### src/design/tsm_pkg.sv
`default_nettype none
package tsm_pkg;
  localparam int unsigned REG_W = 16;
  // Byte addresses of the word registers
  localparam logic [7:0] ADDR_CTRL  = 8'h00;
  localparam logic [7:0] ADDR_STCTL = 8'h08;
  localparam logic [7:0] ADDR_IEN   = 8'h0c;
  localparam logic [7:0] ADDR_STS   = 8'h10;
  localparam logic [7:0] ADDR_SWEV  = 8'h14;
  localparam logic [7:0] ADDR_CNT   = 8'h24;
  localparam logic [7:0] ADDR_DIV   = 8'h28;
  localparam logic [7:0] ADDR_PER   = 8'h2c;
  // Writable bits of each register; the rest read as zero
  localparam logic [15:0] MASK_CTRL  = 16'h008d;
  localparam logic [15:0] MASK_STCTL = 16'h0077;
  localparam logic [15:0] MASK_IEN   = 16'h0047;
  localparam logic [15:0] MASK_STS   = 16'h0047;
  localparam logic [15:0] RST_VAL    = 16'h0000;
  localparam logic [15:0] RST_PER    = 16'h0000;
  // Control register fields
  localparam int unsigned BIT_RUN  = 0;
  localparam int unsigned BIT_OVSRC = 2;
  localparam int unsigned BIT_SCS  = 3;
  localparam int unsigned BIT_PPE  = 7;
  // Slave control fields
  localparam int unsigned SMS_LSB = 0;
  localparam int unsigned STS_LSB = 4;
  // Enable and status bit positions
  localparam int unsigned BIT_OVF  = 0;
  localparam int unsigned BIT_CH1  = 1;
  localparam int unsigned BIT_CH2  = 2;
  localparam int unsigned BIT_TRG  = 6;
  // Software event register: bit that forces an update event, and an overflow event only with the source bit clear
  localparam int unsigned BIT_SWOVF = 0;
  // Slave mode codes
  localparam logic [2:0] SM_OFF  = 3'h0;
  localparam logic [2:0] SM_RST  = 3'h4;
  localparam logic [2:0] SM_SUSP = 3'h5;
  localparam logic [2:0] SM_TRIG = 3'h6;
  localparam logic [2:0] SM_EXTA = 3'h7;
  // Trigger select codes
  localparam logic [2:0] TS_CH1E = 3'h4;
  localparam logic [2:0] TS_F1   = 3'h5;
  localparam logic [2:0] TS_F2   = 3'h6;
endpackage
`default_nettype wire

### src/design/tsm_timer.sv
// Our own choices: the Wishbone slave port and the register addresses.
`timescale 1ns/100ps
`default_nettype none
module tsm_timer (
  input  wire logic        clk_i,
  input  wire logic        rst_i,
  input  wire logic        ce_i,
  input  wire logic        wb_cyc_i,
  input  wire logic        wb_stb_i,
  input  wire logic        wb_we_i,
  input  wire logic [7:0]  wb_adr_i,
  input  wire logic [3:0]  wb_sel_i,
  input  wire logic [31:0] wb_dat_i,
  output logic      [31:0] wb_dat_o,
  output logic             wb_ack_o,
  input  wire logic [3:0]  internal_source_i,
  input  wire logic        ch1_raw_i,
  input  wire logic        filtered_input_one_i,
  input  wire logic        filtered_input_two_i,
  input  wire logic        ch1_event_i,
  input  wire logic        ch2_event_i,
  output logic             ovf_event_o,
  output logic             irq_o
);

  logic [15:0] ctrl_reg,  ctrl_next;
  logic [15:0] stctl_reg, stctl_next;
  logic [15:0] ien_reg,   ien_next;
  logic [15:0] sts_reg,   sts_next;
  logic [15:0] cnt_reg,   cnt_next;
  logic [15:0] div_reg,   div_next;
  logic [15:0] psc_reg,   psc_next;
  // Software sees the period buffer; the counter compares the active period
  logic [15:0] perb_reg,  perb_next;
  logic [15:0] pera_reg,  pera_next;
  // Previous trigger level; resets to the idle low level so no false edge
  logic        trgp_reg,  trgp_next;
  logic        ch1p_reg,  ch1p_next;
  logic        ack_reg,   ack_next;
  logic [31:0] dat_reg,   dat_next;
  logic        ovfe_reg,  ovfe_next;
  logic        irq_reg,   irq_next;

  // Only the two low byte lanes carry register bits
  function automatic logic [15:0] lane_mask(input logic [3:0] sel);
    lane_mask = {{8{sel[1]}}, {8{sel[0]}}};
  endfunction

  function automatic logic [15:0] merge(input logic [15:0] old, input logic [15:0] wd,
                                        input logic [15:0] m);
    merge = (old & ~m) | (wd & m);
  endfunction

  logic        req;
  logic        wr;
  logic [15:0] wd;
  logic [15:0] wm;
  logic [2:0]  smode;
  logic [2:0]  tsel;
  logic        trg;
  logic        rise;
  logic        fall;
  logic        ch1_edge;
  logic        sw_ovf;
  logic        slv_rst;
  logic        cnt_en;
  logic        psc_tick;
  logic        ovf;
  logic        update;

  always_comb begin
    req      = wb_cyc_i & wb_stb_i & ~ack_reg;
    wr       = req & wb_we_i;
    wd       = wb_dat_i[15:0];
    wm       = lane_mask(wb_sel_i);
    smode    = stctl_reg[tsm_pkg::SMS_LSB +: 3];
    tsel     = stctl_reg[tsm_pkg::STS_LSB +: 3];
    // Any change of the raw channel one pin gives a one-cycle pulse, so
    // reset and external clock modes see one rise per pin edge
    ch1_edge = ch1_raw_i ^ ch1p_reg;
    // Trigger input selection
    if (tsel == tsm_pkg::TS_CH1E) begin
      trg = ch1_edge;
    end else if (tsel == tsm_pkg::TS_F1) begin
      trg = filtered_input_one_i;
    end else if (tsel == tsm_pkg::TS_F2) begin
      trg = filtered_input_two_i;
    end else if (tsel[2] == 1'b0) begin
      trg = internal_source_i[tsel[1:0]];
    end else begin
      // Reserved code 111 holds the trigger low so no mode can fire
      trg = 1'b0;
    end
    // Edges of the selected source against its level one cycle earlier
    rise = trg & ~trgp_reg;
    fall = ~trg & trgp_reg;

    ctrl_next  = ctrl_reg;
    stctl_next = stctl_reg;
    ien_next   = ien_reg;
    sts_next   = sts_reg;
    cnt_next   = cnt_reg;
    div_next   = div_reg;
    perb_next  = perb_reg;
    pera_next  = pera_reg;
    sw_ovf     = 1'b0;

    // Bus writes first; hardware events below take precedence
    // Writes to unmapped addresses are dropped without effect
    if (wr) begin
      if (wb_adr_i == tsm_pkg::ADDR_CTRL) begin
        ctrl_next = merge(ctrl_reg, wd, wm & tsm_pkg::MASK_CTRL);
      end else if (wb_adr_i == tsm_pkg::ADDR_STCTL) begin
        stctl_next = merge(stctl_reg, wd, wm & tsm_pkg::MASK_STCTL);
      end else if (wb_adr_i == tsm_pkg::ADDR_IEN) begin
        ien_next = merge(ien_reg, wd, wm & tsm_pkg::MASK_IEN);
      end else if (wb_adr_i == tsm_pkg::ADDR_STS) begin
        // Writing zero clears a flag, writing one leaves it
        sts_next = sts_reg & ~(~wd & wm & tsm_pkg::MASK_STS);
      end else if (wb_adr_i == tsm_pkg::ADDR_SWEV) begin
        sw_ovf = wd[tsm_pkg::BIT_SWOVF] & wm[tsm_pkg::BIT_SWOVF];
      end else if (wb_adr_i == tsm_pkg::ADDR_CNT) begin
        cnt_next = merge(cnt_reg, wd, wm);
      end else if (wb_adr_i == tsm_pkg::ADDR_DIV) begin
        div_next = merge(div_reg, wd, wm);
      end else if (wb_adr_i == tsm_pkg::ADDR_PER) begin
        perb_next = merge(perb_reg, wd, wm);
        if (!ctrl_reg[tsm_pkg::BIT_PPE]) begin
          pera_next = merge(perb_reg, wd, wm);
        end
      end
    end

    // Slave controller
    slv_rst = 1'b0;
    cnt_en  = ctrl_reg[tsm_pkg::BIT_RUN];
    case (smode)
      tsm_pkg::SM_RST: begin
        slv_rst = rise;
      end
      tsm_pkg::SM_SUSP: begin
        // Trigger low stops counting in the very cycle it falls
        cnt_en = cnt_en & trg;
      end
      tsm_pkg::SM_TRIG: begin
        // Rise sets the run bit; software may clear it again later
        if (rise) begin
          ctrl_next[tsm_pkg::BIT_RUN] = 1'b1;
        end
      end
      tsm_pkg::SM_EXTA: begin
        // One count enable per rise; the divider still applies
        cnt_en = cnt_en & rise;
      end
      default: begin
        // Reserved modes 001 to 011 act as disabled
        cnt_en = cnt_en;
      end
    endcase

    // The prescaler divides by div+1; a period match wraps the counter
    psc_tick = cnt_en & (psc_reg == div_reg);
    ovf      = psc_tick & (cnt_reg == pera_reg);
    update   = ovf | slv_rst | sw_ovf;

    // Reinit outranks a same-cycle counter write and any prescaler tick
    if (slv_rst | sw_ovf) begin
      psc_next = '0;
      cnt_next = '0;
    end else if (psc_tick) begin
      psc_next = '0;
      cnt_next = ovf ? 16'h0000 : cnt_reg + 16'h0001;
    end else if (cnt_en) begin
      psc_next = psc_reg + 16'h0001;
    end else begin
      psc_next = psc_reg;
    end

    if (update) begin
      pera_next = perb_next;
    end
    // Every update event ends a single-cycle run, not only an overflow;
    // a trigger-mode restart in the same cycle therefore loses
    if (update && ctrl_reg[tsm_pkg::BIT_SCS]) begin
      ctrl_next[tsm_pkg::BIT_RUN] = 1'b0;
    end

    // Overflow event source selection
    // The period still reloads on a masked update event
    if (ctrl_reg[tsm_pkg::BIT_OVSRC]) begin
      ovfe_next = ovf;
    end else begin
      ovfe_next = ovf | sw_ovf | slv_rst;
    end

    // Hardware sets win over a clear in the same cycle
    if (ovfe_next) begin
      sts_next[tsm_pkg::BIT_OVF] = 1'b1;
    end
    if (ch1_event_i) begin
      sts_next[tsm_pkg::BIT_CH1] = 1'b1;
    end
    if (ch2_event_i) begin
      sts_next[tsm_pkg::BIT_CH2] = 1'b1;
    end
    if ((smode == tsm_pkg::SM_SUSP) ? (rise | fall) : rise) begin
      sts_next[tsm_pkg::BIT_TRG] = 1'b1;
    end

    // Next values make the request follow its cause by exactly one cycle
    irq_next  = |(sts_next & ien_next);
    trgp_next = trg;
    ch1p_next = ch1_raw_i;
    // Ack only follows a take, so a strobe held high is answered every
    // other cycle; a master releases after each ack
    ack_next  = req;

    // Read data; unmapped words read zero but are still acknowledged
    dat_next = 32'h0000_0000;
    if (req && !wb_we_i) begin
      if (wb_adr_i == tsm_pkg::ADDR_CTRL) begin
        dat_next[15:0] = ctrl_reg;
      end else if (wb_adr_i == tsm_pkg::ADDR_STCTL) begin
        dat_next[15:0] = stctl_reg;
      end else if (wb_adr_i == tsm_pkg::ADDR_IEN) begin
        dat_next[15:0] = ien_reg;
      end else if (wb_adr_i == tsm_pkg::ADDR_STS) begin
        dat_next[15:0] = sts_reg;
      end else if (wb_adr_i == tsm_pkg::ADDR_CNT) begin
        dat_next[15:0] = cnt_reg;
      end else if (wb_adr_i == tsm_pkg::ADDR_DIV) begin
        dat_next[15:0] = div_reg;
      end else if (wb_adr_i == tsm_pkg::ADDR_PER) begin
        dat_next[15:0] = perb_reg;
      end
    end
  end

  // Clock enable low freezes every flop, bus handshake included
  // Reset acts even while the clock enable is low
  always_ff @(posedge clk_i) begin
    if (rst_i) begin
      ctrl_reg  <= tsm_pkg::RST_VAL;
      stctl_reg <= tsm_pkg::RST_VAL;
      ien_reg   <= tsm_pkg::RST_VAL;
      sts_reg   <= tsm_pkg::RST_VAL;
      cnt_reg   <= tsm_pkg::RST_VAL;
      div_reg   <= tsm_pkg::RST_VAL;
      psc_reg   <= tsm_pkg::RST_VAL;
      perb_reg  <= tsm_pkg::RST_PER;
      pera_reg  <= tsm_pkg::RST_PER;
      trgp_reg  <= 1'b0;
      ch1p_reg  <= 1'b0;
      ack_reg   <= 1'b0;
      dat_reg   <= 32'h0000_0000;
      ovfe_reg  <= 1'b0;
      irq_reg   <= 1'b0;
    end else if (ce_i) begin
      ctrl_reg  <= ctrl_next;
      stctl_reg <= stctl_next;
      ien_reg   <= ien_next;
      sts_reg   <= sts_next;
      cnt_reg   <= cnt_next;
      div_reg   <= div_next;
      psc_reg   <= psc_next;
      perb_reg  <= perb_next;
      pera_reg  <= pera_next;
      trgp_reg  <= trgp_next;
      ch1p_reg  <= ch1p_next;
      ack_reg   <= ack_next;
      dat_reg   <= dat_next;
      ovfe_reg  <= ovfe_next;
      irq_reg   <= irq_next;
    end
  end

  assign wb_dat_o    = dat_reg;
  assign wb_ack_o    = ack_reg;
  assign ovf_event_o = ovfe_reg;
  assign irq_o       = irq_reg;

endmodule
`default_nettype wire

### config.mk
export PLATFORM = sky130hd
export DESIGN_NAME = tsm_timer
export DESIGN_NICKNAME = d
export VERILOG_FILES = /design/src/design/tsm_pkg.sv /design/src/design/tsm_timer.sv
export SDC_FILE = /design/constraint.sdc
export NUM_CORES = 1
export LEC_CHECK = 0
export BUFFER_PORTS_ARGS = -buffer_cell sky130_fd_sc_hd__buf_2
export CAP_MARGIN = 30
export CORE_MARGIN = 2
export CORE_UTILIZATION = 55
export DETAILED_ROUTE_END_ITERATION = 12
export PLACE_DENSITY = 0.77
export SKIP_CTS_REPAIR_TIMING = 1
export SLEW_MARGIN = 20
export SYNTH_ARGS = -nofsm -noshare
export SYNTH_HDL_FRONTEND = slang
export SYNTH_SLANG_ARGS = --single-unit
### constraint.sdc
create_clock -name clk_i -period 8.5 [get_ports clk_i]
set_input_delay 0 -clock clk_i [delete_from_list [all_inputs] [get_ports clk_i]]
set_output_delay 0 -clock clk_i [all_outputs]
set_load 0.05 [all_outputs]
==> results by group, run 1 <==
Outcome
  – Outcome: completed

STA
  – Post-route setup TNS: 0 ps
  – Fmax: 287 MHz
  – Tmin final: 3490 ps
  – Fin crit share: 0.411
  – RSZ-0062 raised after global routing: no
  – Setup Skew: 8.28 ps
  – Worst-Margin Slew: 974 ps
  – Final setup fails: 0
  – Fin. Hold Viols: 0
  – Slew Viols, Final: 0
  – Worst slew margin: 0.350

Routing
  – ANT nets after route: 0
  – WL per Instance: 18.5 um
  – Total Wirelength: 19300 um
  – 1st-pass router iterations: 6
  – Via count: 6514
  – 1st-iter DRT viols: 732
  – Mean number of vias per cell: 6.23
  – Drt drc: 0

Pwr
  – Lkg Pwr: 3.11 nW
  – Peak supply drop: 0.151 mV
  – Pwr dens: 187 mW/mm^2

Placement
  – DP Wirelength: 12800 um
  – Gpl congestion: 0.879
  – PortBufs: 59
  – Post-DP Area: 0.00685 mm^2

Logic synthesis
  – Flops & latches, synth: 119
  – Post-synth EDFFs: 0
  – Post-Syn Area: 0.00665 mm^2
  – Post-synthesis instance total: 834
  – Synth top area share: 0.358
  – Ys async rst share: 0
  – Area leader, netlist: dfxtp_1
  – Yosys warns: 0
  – Top cells by area, synth: dfxtp_1, mux2i_1, nand2_1
  – Synth unique cells: 70
  – Avg Inst Size Synth: 7.97 um^2
  – Seq/Total Area, Yosys: 0.358
  – Main synth FF type: dfxtp_1

GRT
  – GR Overflow Total: 0
  – Pin count of the biggest net entering global routing: 71
  – Vias in the first global route: 5828
  – First-pass GRT wire length: 29800 um
  – Gr usage total: 0.294
  – Antenna violations before repair: 0

Setup path
  – Setup crit start kind: flop
  – CP Data Required Time: 8820 ps
  – Critical Path Sink: psc_reg[13]
  – Crit Reg-Reg Endpoint: psc_reg[13]
  – CP Capture Type: flop
  – Critical path peak fanout: 10
  – Setup slack, reg-to-reg: 5010 ps
  – Arr. time, crit path: 3810 ps
  – Worst setup path class: flop to flop
  – Reg2Reg Depth: 12

Clocking
  – CTS tree: built
  – Worst-Skew Late Latency: 430 ps
  – Clock buffer count from CTS: 17
  – Clock-pin slew on the worst setup and hold paths: 60 ps
  – CTS max path bufs: 2
  – H-tree depth: 4
  – Clk root buf: clkbuf_16
  – Clk sinks: 119

Finish
  – Final-stage net count: 946
  – Fin area: 0.00774 mm^2
  – Post-layout utilization of the core: 0.650
  – P&R area growth vs syn: 16.4%
  – Layout cells sized above 1: 0.137

Floorplanning
  – Die height: 114 um
  – Die ar.: 0.0130 mm^2
  – Row cnt: 40
  – Core Box Area: 0.0119 mm^2
  – Initial Util: 0.558
  – I/O pin count: 94
  – Die W: 114 um

Job
  – Max Cap Violations: 0

Min path
  – HP Class: primary input to flop
[metal layers]
metal,global-route usage,share of wire,up-vias
met5,0,0,-
met4,0.122,0.022,0
met3,0.0654,0.093,55
met2,0.450,0.45,358
met1,0.401,0.43,3045
li1,-,-,3056
[worst min-delay path by stage]
| stage | startpoint | endpoint | slack [ps] | cells after the start |
|---|---|---|---|---|
| CTS | wb_dat_i[9] | flop | -160 | 3 |
| global placement | ch1_raw_i | ch1p_reg | 270 | 3 |
| global route | wb_we_i | wb_dat_o[3] | 60 | 4 |
| detailed placement | ch1_raw_i | ch1p_reg | 280 | 3 |
| finish | wb_we_i | wb_dat_o[3] | 50 | 4 |
| floorplan | wb_dat_i[8] | flop | 140 | 2 |
[power by group]
part,switching [mW],internal [mW]
combinational,0.0678,0.0303
sequential,0.00227,0.561
clock,0.275,0.509
total,0.345,1.10
[kinds of logic after synthesis]
logic type | share of synthesized area
xor gates and xnor gates | 0.0606
adders and majority gates | 0.00565
buffers and inverters | 0.0665
other | 0.000564
DFF | 0.358
AOI/OAI and AO/OA | 0.184
muxes | 0.0789
and+or+nand+nor | 0.245
[synth_stat cells (all sizes together), types with 25 or more instances]
| master | number |
|---|---|
| nor3 | 25 |
| mux2i | 49 |
| xor2 | 45 |
| buf | 31 |
| nand3 | 29 |
| nor2 | 99 |
| a22oi | 26 |
| clkbuf | 41 |
| dfxtp | 119 |
| a21oi | 61 |
| nand2 | 107 |
[placed cells by master, fill, tap and decap left out, drive strengths merged, types with 19 or more instances in the layout]
| master | instances |
|---|---|
| buf | 66 |
| a211oi | 19 |
| dfxtp | 119 |
| nor2 | 99 |
| nand2 | 107 |
| a21oi | 61 |
| xor2 | 45 |
| inv | 21 |
| clkbuf | 19 |
| nor3 | 25 |
| a22oi | 26 |
| dlygate4sd3 | 22 |
| mux2i | 49 |
| nand3 | 29 |
[layout make-up]
type | count | area (um^2)
Timing Repair Buffer | 88 | 571
Inverter | 19 | 71.3
Fill cell | 1018 | 4170
Clock inverter | 13 | 195
Tap cell | 147 | 184
Clock buffer | 19 | 453
Sequential cell | 119 | 2380
Antenna cell | 1 | 2.50
Multi-Input combinational cell | 639 | 3880
[critical path, stage by stage (launching register included)]
cell and delay, ps:
dfxtp_1 500, mux2i_1 130, a32o_1 310, nor3_1 280
ha_1 250, nand4b_1 160, nand2_1 170, nor3_2 460
buf_4 280, nor2_1 160, o21ai_1 350, buf_4 240
nor2_1 60
[per-stage QoR]
stage	hold slack (ps)	power [mW]	std cells	worst slack (ps)
2_1_floorplan	140	0.641	849	5720
3_3_place_gp	268	0.662	988	4540
3_5_place_dp	282	0.662	988	4440
4_1_cts	-164	1.44	1020	4410
5_1_grt	63.6	1.48	1044	4850
6_report	50.0	1.45	1045	5010
Note: power is estimated with default switching activity, not from simulation.
==> run 2, diff against run 1 <==
Clock period 8.5 ns to 3.45 ns, I/O delays scaled along.
==> results by group, run 2 (synthesis gave the netlist of run 1 again) <==
Placement
  – PortBufs: 59
  – DP Wirelength: 13100 um
  – Gpl congestion: 0.886
  – Placed Cells: 994
  – Post-DP Area: 0.00690 mm^2

STA
  – Fin. Hold Viols: 0
  – Setup Skew: 14.3 ps
  – Final setup fails: 0
  – Fin crit share: 0.958
  – Slew Viols, Final: 0
  – Worst slew margin: 0.490
  – Tmin final: 3300 ps
  – RSZ-0062 raised after global routing: yes
  – Fmax: 303 MHz
  – Worst-Margin Slew: 765 ps

Clocking
  – CTS max path bufs: 2
  – Clk sinks: 119
  – Clock buffer count from CTS: 17
  – CTS tree: built
  – Clk root buf: clkbuf_16
  – Worst-Skew Late Latency: 440 ps
  – H-tree depth: 4
  – Clock-pin slew on the worst setup and hold paths: 60 ps

Routing
  – ANT nets after route: 0
  – Total Wirelength: 19500 um
  – 1st-iter DRT viols: 568
  – 1st-pass router iterations: 5
  – Drt drc: 0
  – WL per Instance: 18.5 um
  – Via count: 6489
  – Mean number of vias per cell: 6.17

Finish
  – Most frequent cells in the layout: dfxtp_1, nand2_1, nor2_1
  – Commonest non-fill, non-tap cell in the layout: dfxtp_1
  – Post-layout utilization of the core: 0.649
  – Layout Cells excl Fill: 1052
  – P&R area growth vs syn: 16.3%
  – Final-stage net count: 953
  – Layout cells sized above 1: 0.148
  – Fin area: 0.00773 mm^2

Floorplanning
  – Initial Util: 0.558
  – Core Box Area: 0.0119 mm^2
  – I/O pin count: 94
  – Row cnt: 40
  – Die ar.: 0.0130 mm^2
  – Die height: 114 um
  – Die W: 114 um

Setup path
  – Setup crit start kind: flop
  – Critical path peak fanout: 8
  – Reg2Reg Depth: 11
  – Worst setup path class: flop to flop
  – CP Capture Type: flop
  – Setup slack, reg-to-reg: 150 ps
  – Arr. time, crit path: 3590 ps
  – CP Data Required Time: 3730 ps
  – Crit Reg-Reg Endpoint: pera_reg[9]

Min path
  – Hold depth: 3
  – WHS Endpoint: cnt_reg[13]
  – HP Class: primary input to flop
  – Hold Startpoint: wb_sel_i[1]

Pwr
  – Psw: 855 uW
  – Peak supply drop: 0.332 mV
  – Clock power frac: 0.510
  – Lkg Pwr: 3.12 nW
  – Sw Ratio: 0.257
  – Pwr dens: 430 mW/mm^2
  – Internal power: 2.47 mW
  – Combinational share of power: 0.072
  – Sequential power share: 0.417

GRT
  – Pin count of the biggest net entering global routing: 58
  – First-pass GRT wire length: 30600 um
  – Antenna violations before repair: 1
  – GR Overflow Total: 0
  – Gr usage total: 0.303
  – Vias in the first global route: 5986

Outcome
  – Outcome: completed

Job
  – Max Cap Violations: 0
[run 2: changes by cell type in the layout (fill, tap and decap cells not counted), sizes merged]
cell and change:
bufinv -3, buf +8, dlygate4sd3 -1, inv +1, clkinv +2
[run 2: metal layers]
layer  vias up  global-route usage  part of all wire
met5         -                   0                 0
met4         0               0.115             0.030
met3        52              0.0850             0.092
met2       325               0.465              0.45
met1      3047               0.406              0.43
li1       3065                   -                 -
[run 2: cell type report]
class / instances / area, um^2
fillers: 1026 / 4180
multi-input cells: 639 / 3900
flip-flops and latches: 119 / 2380
repair buffers: 95 / 621
clock buffers: 19 / 443
well taps: 147 / 184
clock inverters: 13 / 124
inverters: 19 / 71.3
diodes: 1 / 2.50
[run 2: metrics by stage]
| stage | hold WS [ps] | power (mW) | worst slack [ps] | TNS, ps |
|---|---|---|---|---|
| 2_1_floorplan | 140 | 1.58 | 672 | 0 |
| 3_3_place_gp | 274 | 1.63 | 309 | 0 |
| 3_5_place_dp | 279 | 1.63 | 191 | 0 |
| 4_1_cts | -171 | 3.31 | 130 | 0 |
| 5_1_grt | 59.7 | 3.43 | -44.3 | -191 |
| 6_report | 46.2 | 3.33 | 146 | 0 |
[run 2: worst max-delay path, cell delays in order (launching register included)]
cell      delay [ps]
dfxtp_1          500
mux2i_1          120
a32o_1           300
nor3_1           300
ha_1             260
nand4b_1         200
nand2_1          190
a21oi_1          190
nand4b_1         180
nand3_1          480
mux2i_1          320
a211oi_1         110
[run 2: how the worst max path moves through the flow]
stage          startpoint          end  slack [ps]  depth (start not counted)
6_report             flop  pera_reg[9]         150                         11
5_1_grt              flop  pera_reg[9]         -40                         11
4_1_cts              flop   cnt_reg[9]         130                         11
3_5_place_dp         flop   cnt_reg[9]         190                         11
3_3_place_gp         flop  cnt_reg[12]         310                         11
2_1_floorplan        flop   psc_reg[8]         670                         14
[run 2: power by group through the flow]
stage               sequential (mW)  combinational, mW  clock (mW)
floorplan                      1.42              0.156           0
global placement               1.42              0.214           0
detailed placement             1.42              0.216           0
CTS                            1.39              0.217        1.71
global route                   1.39              0.256        1.78
finish                         1.39              0.241        1.70
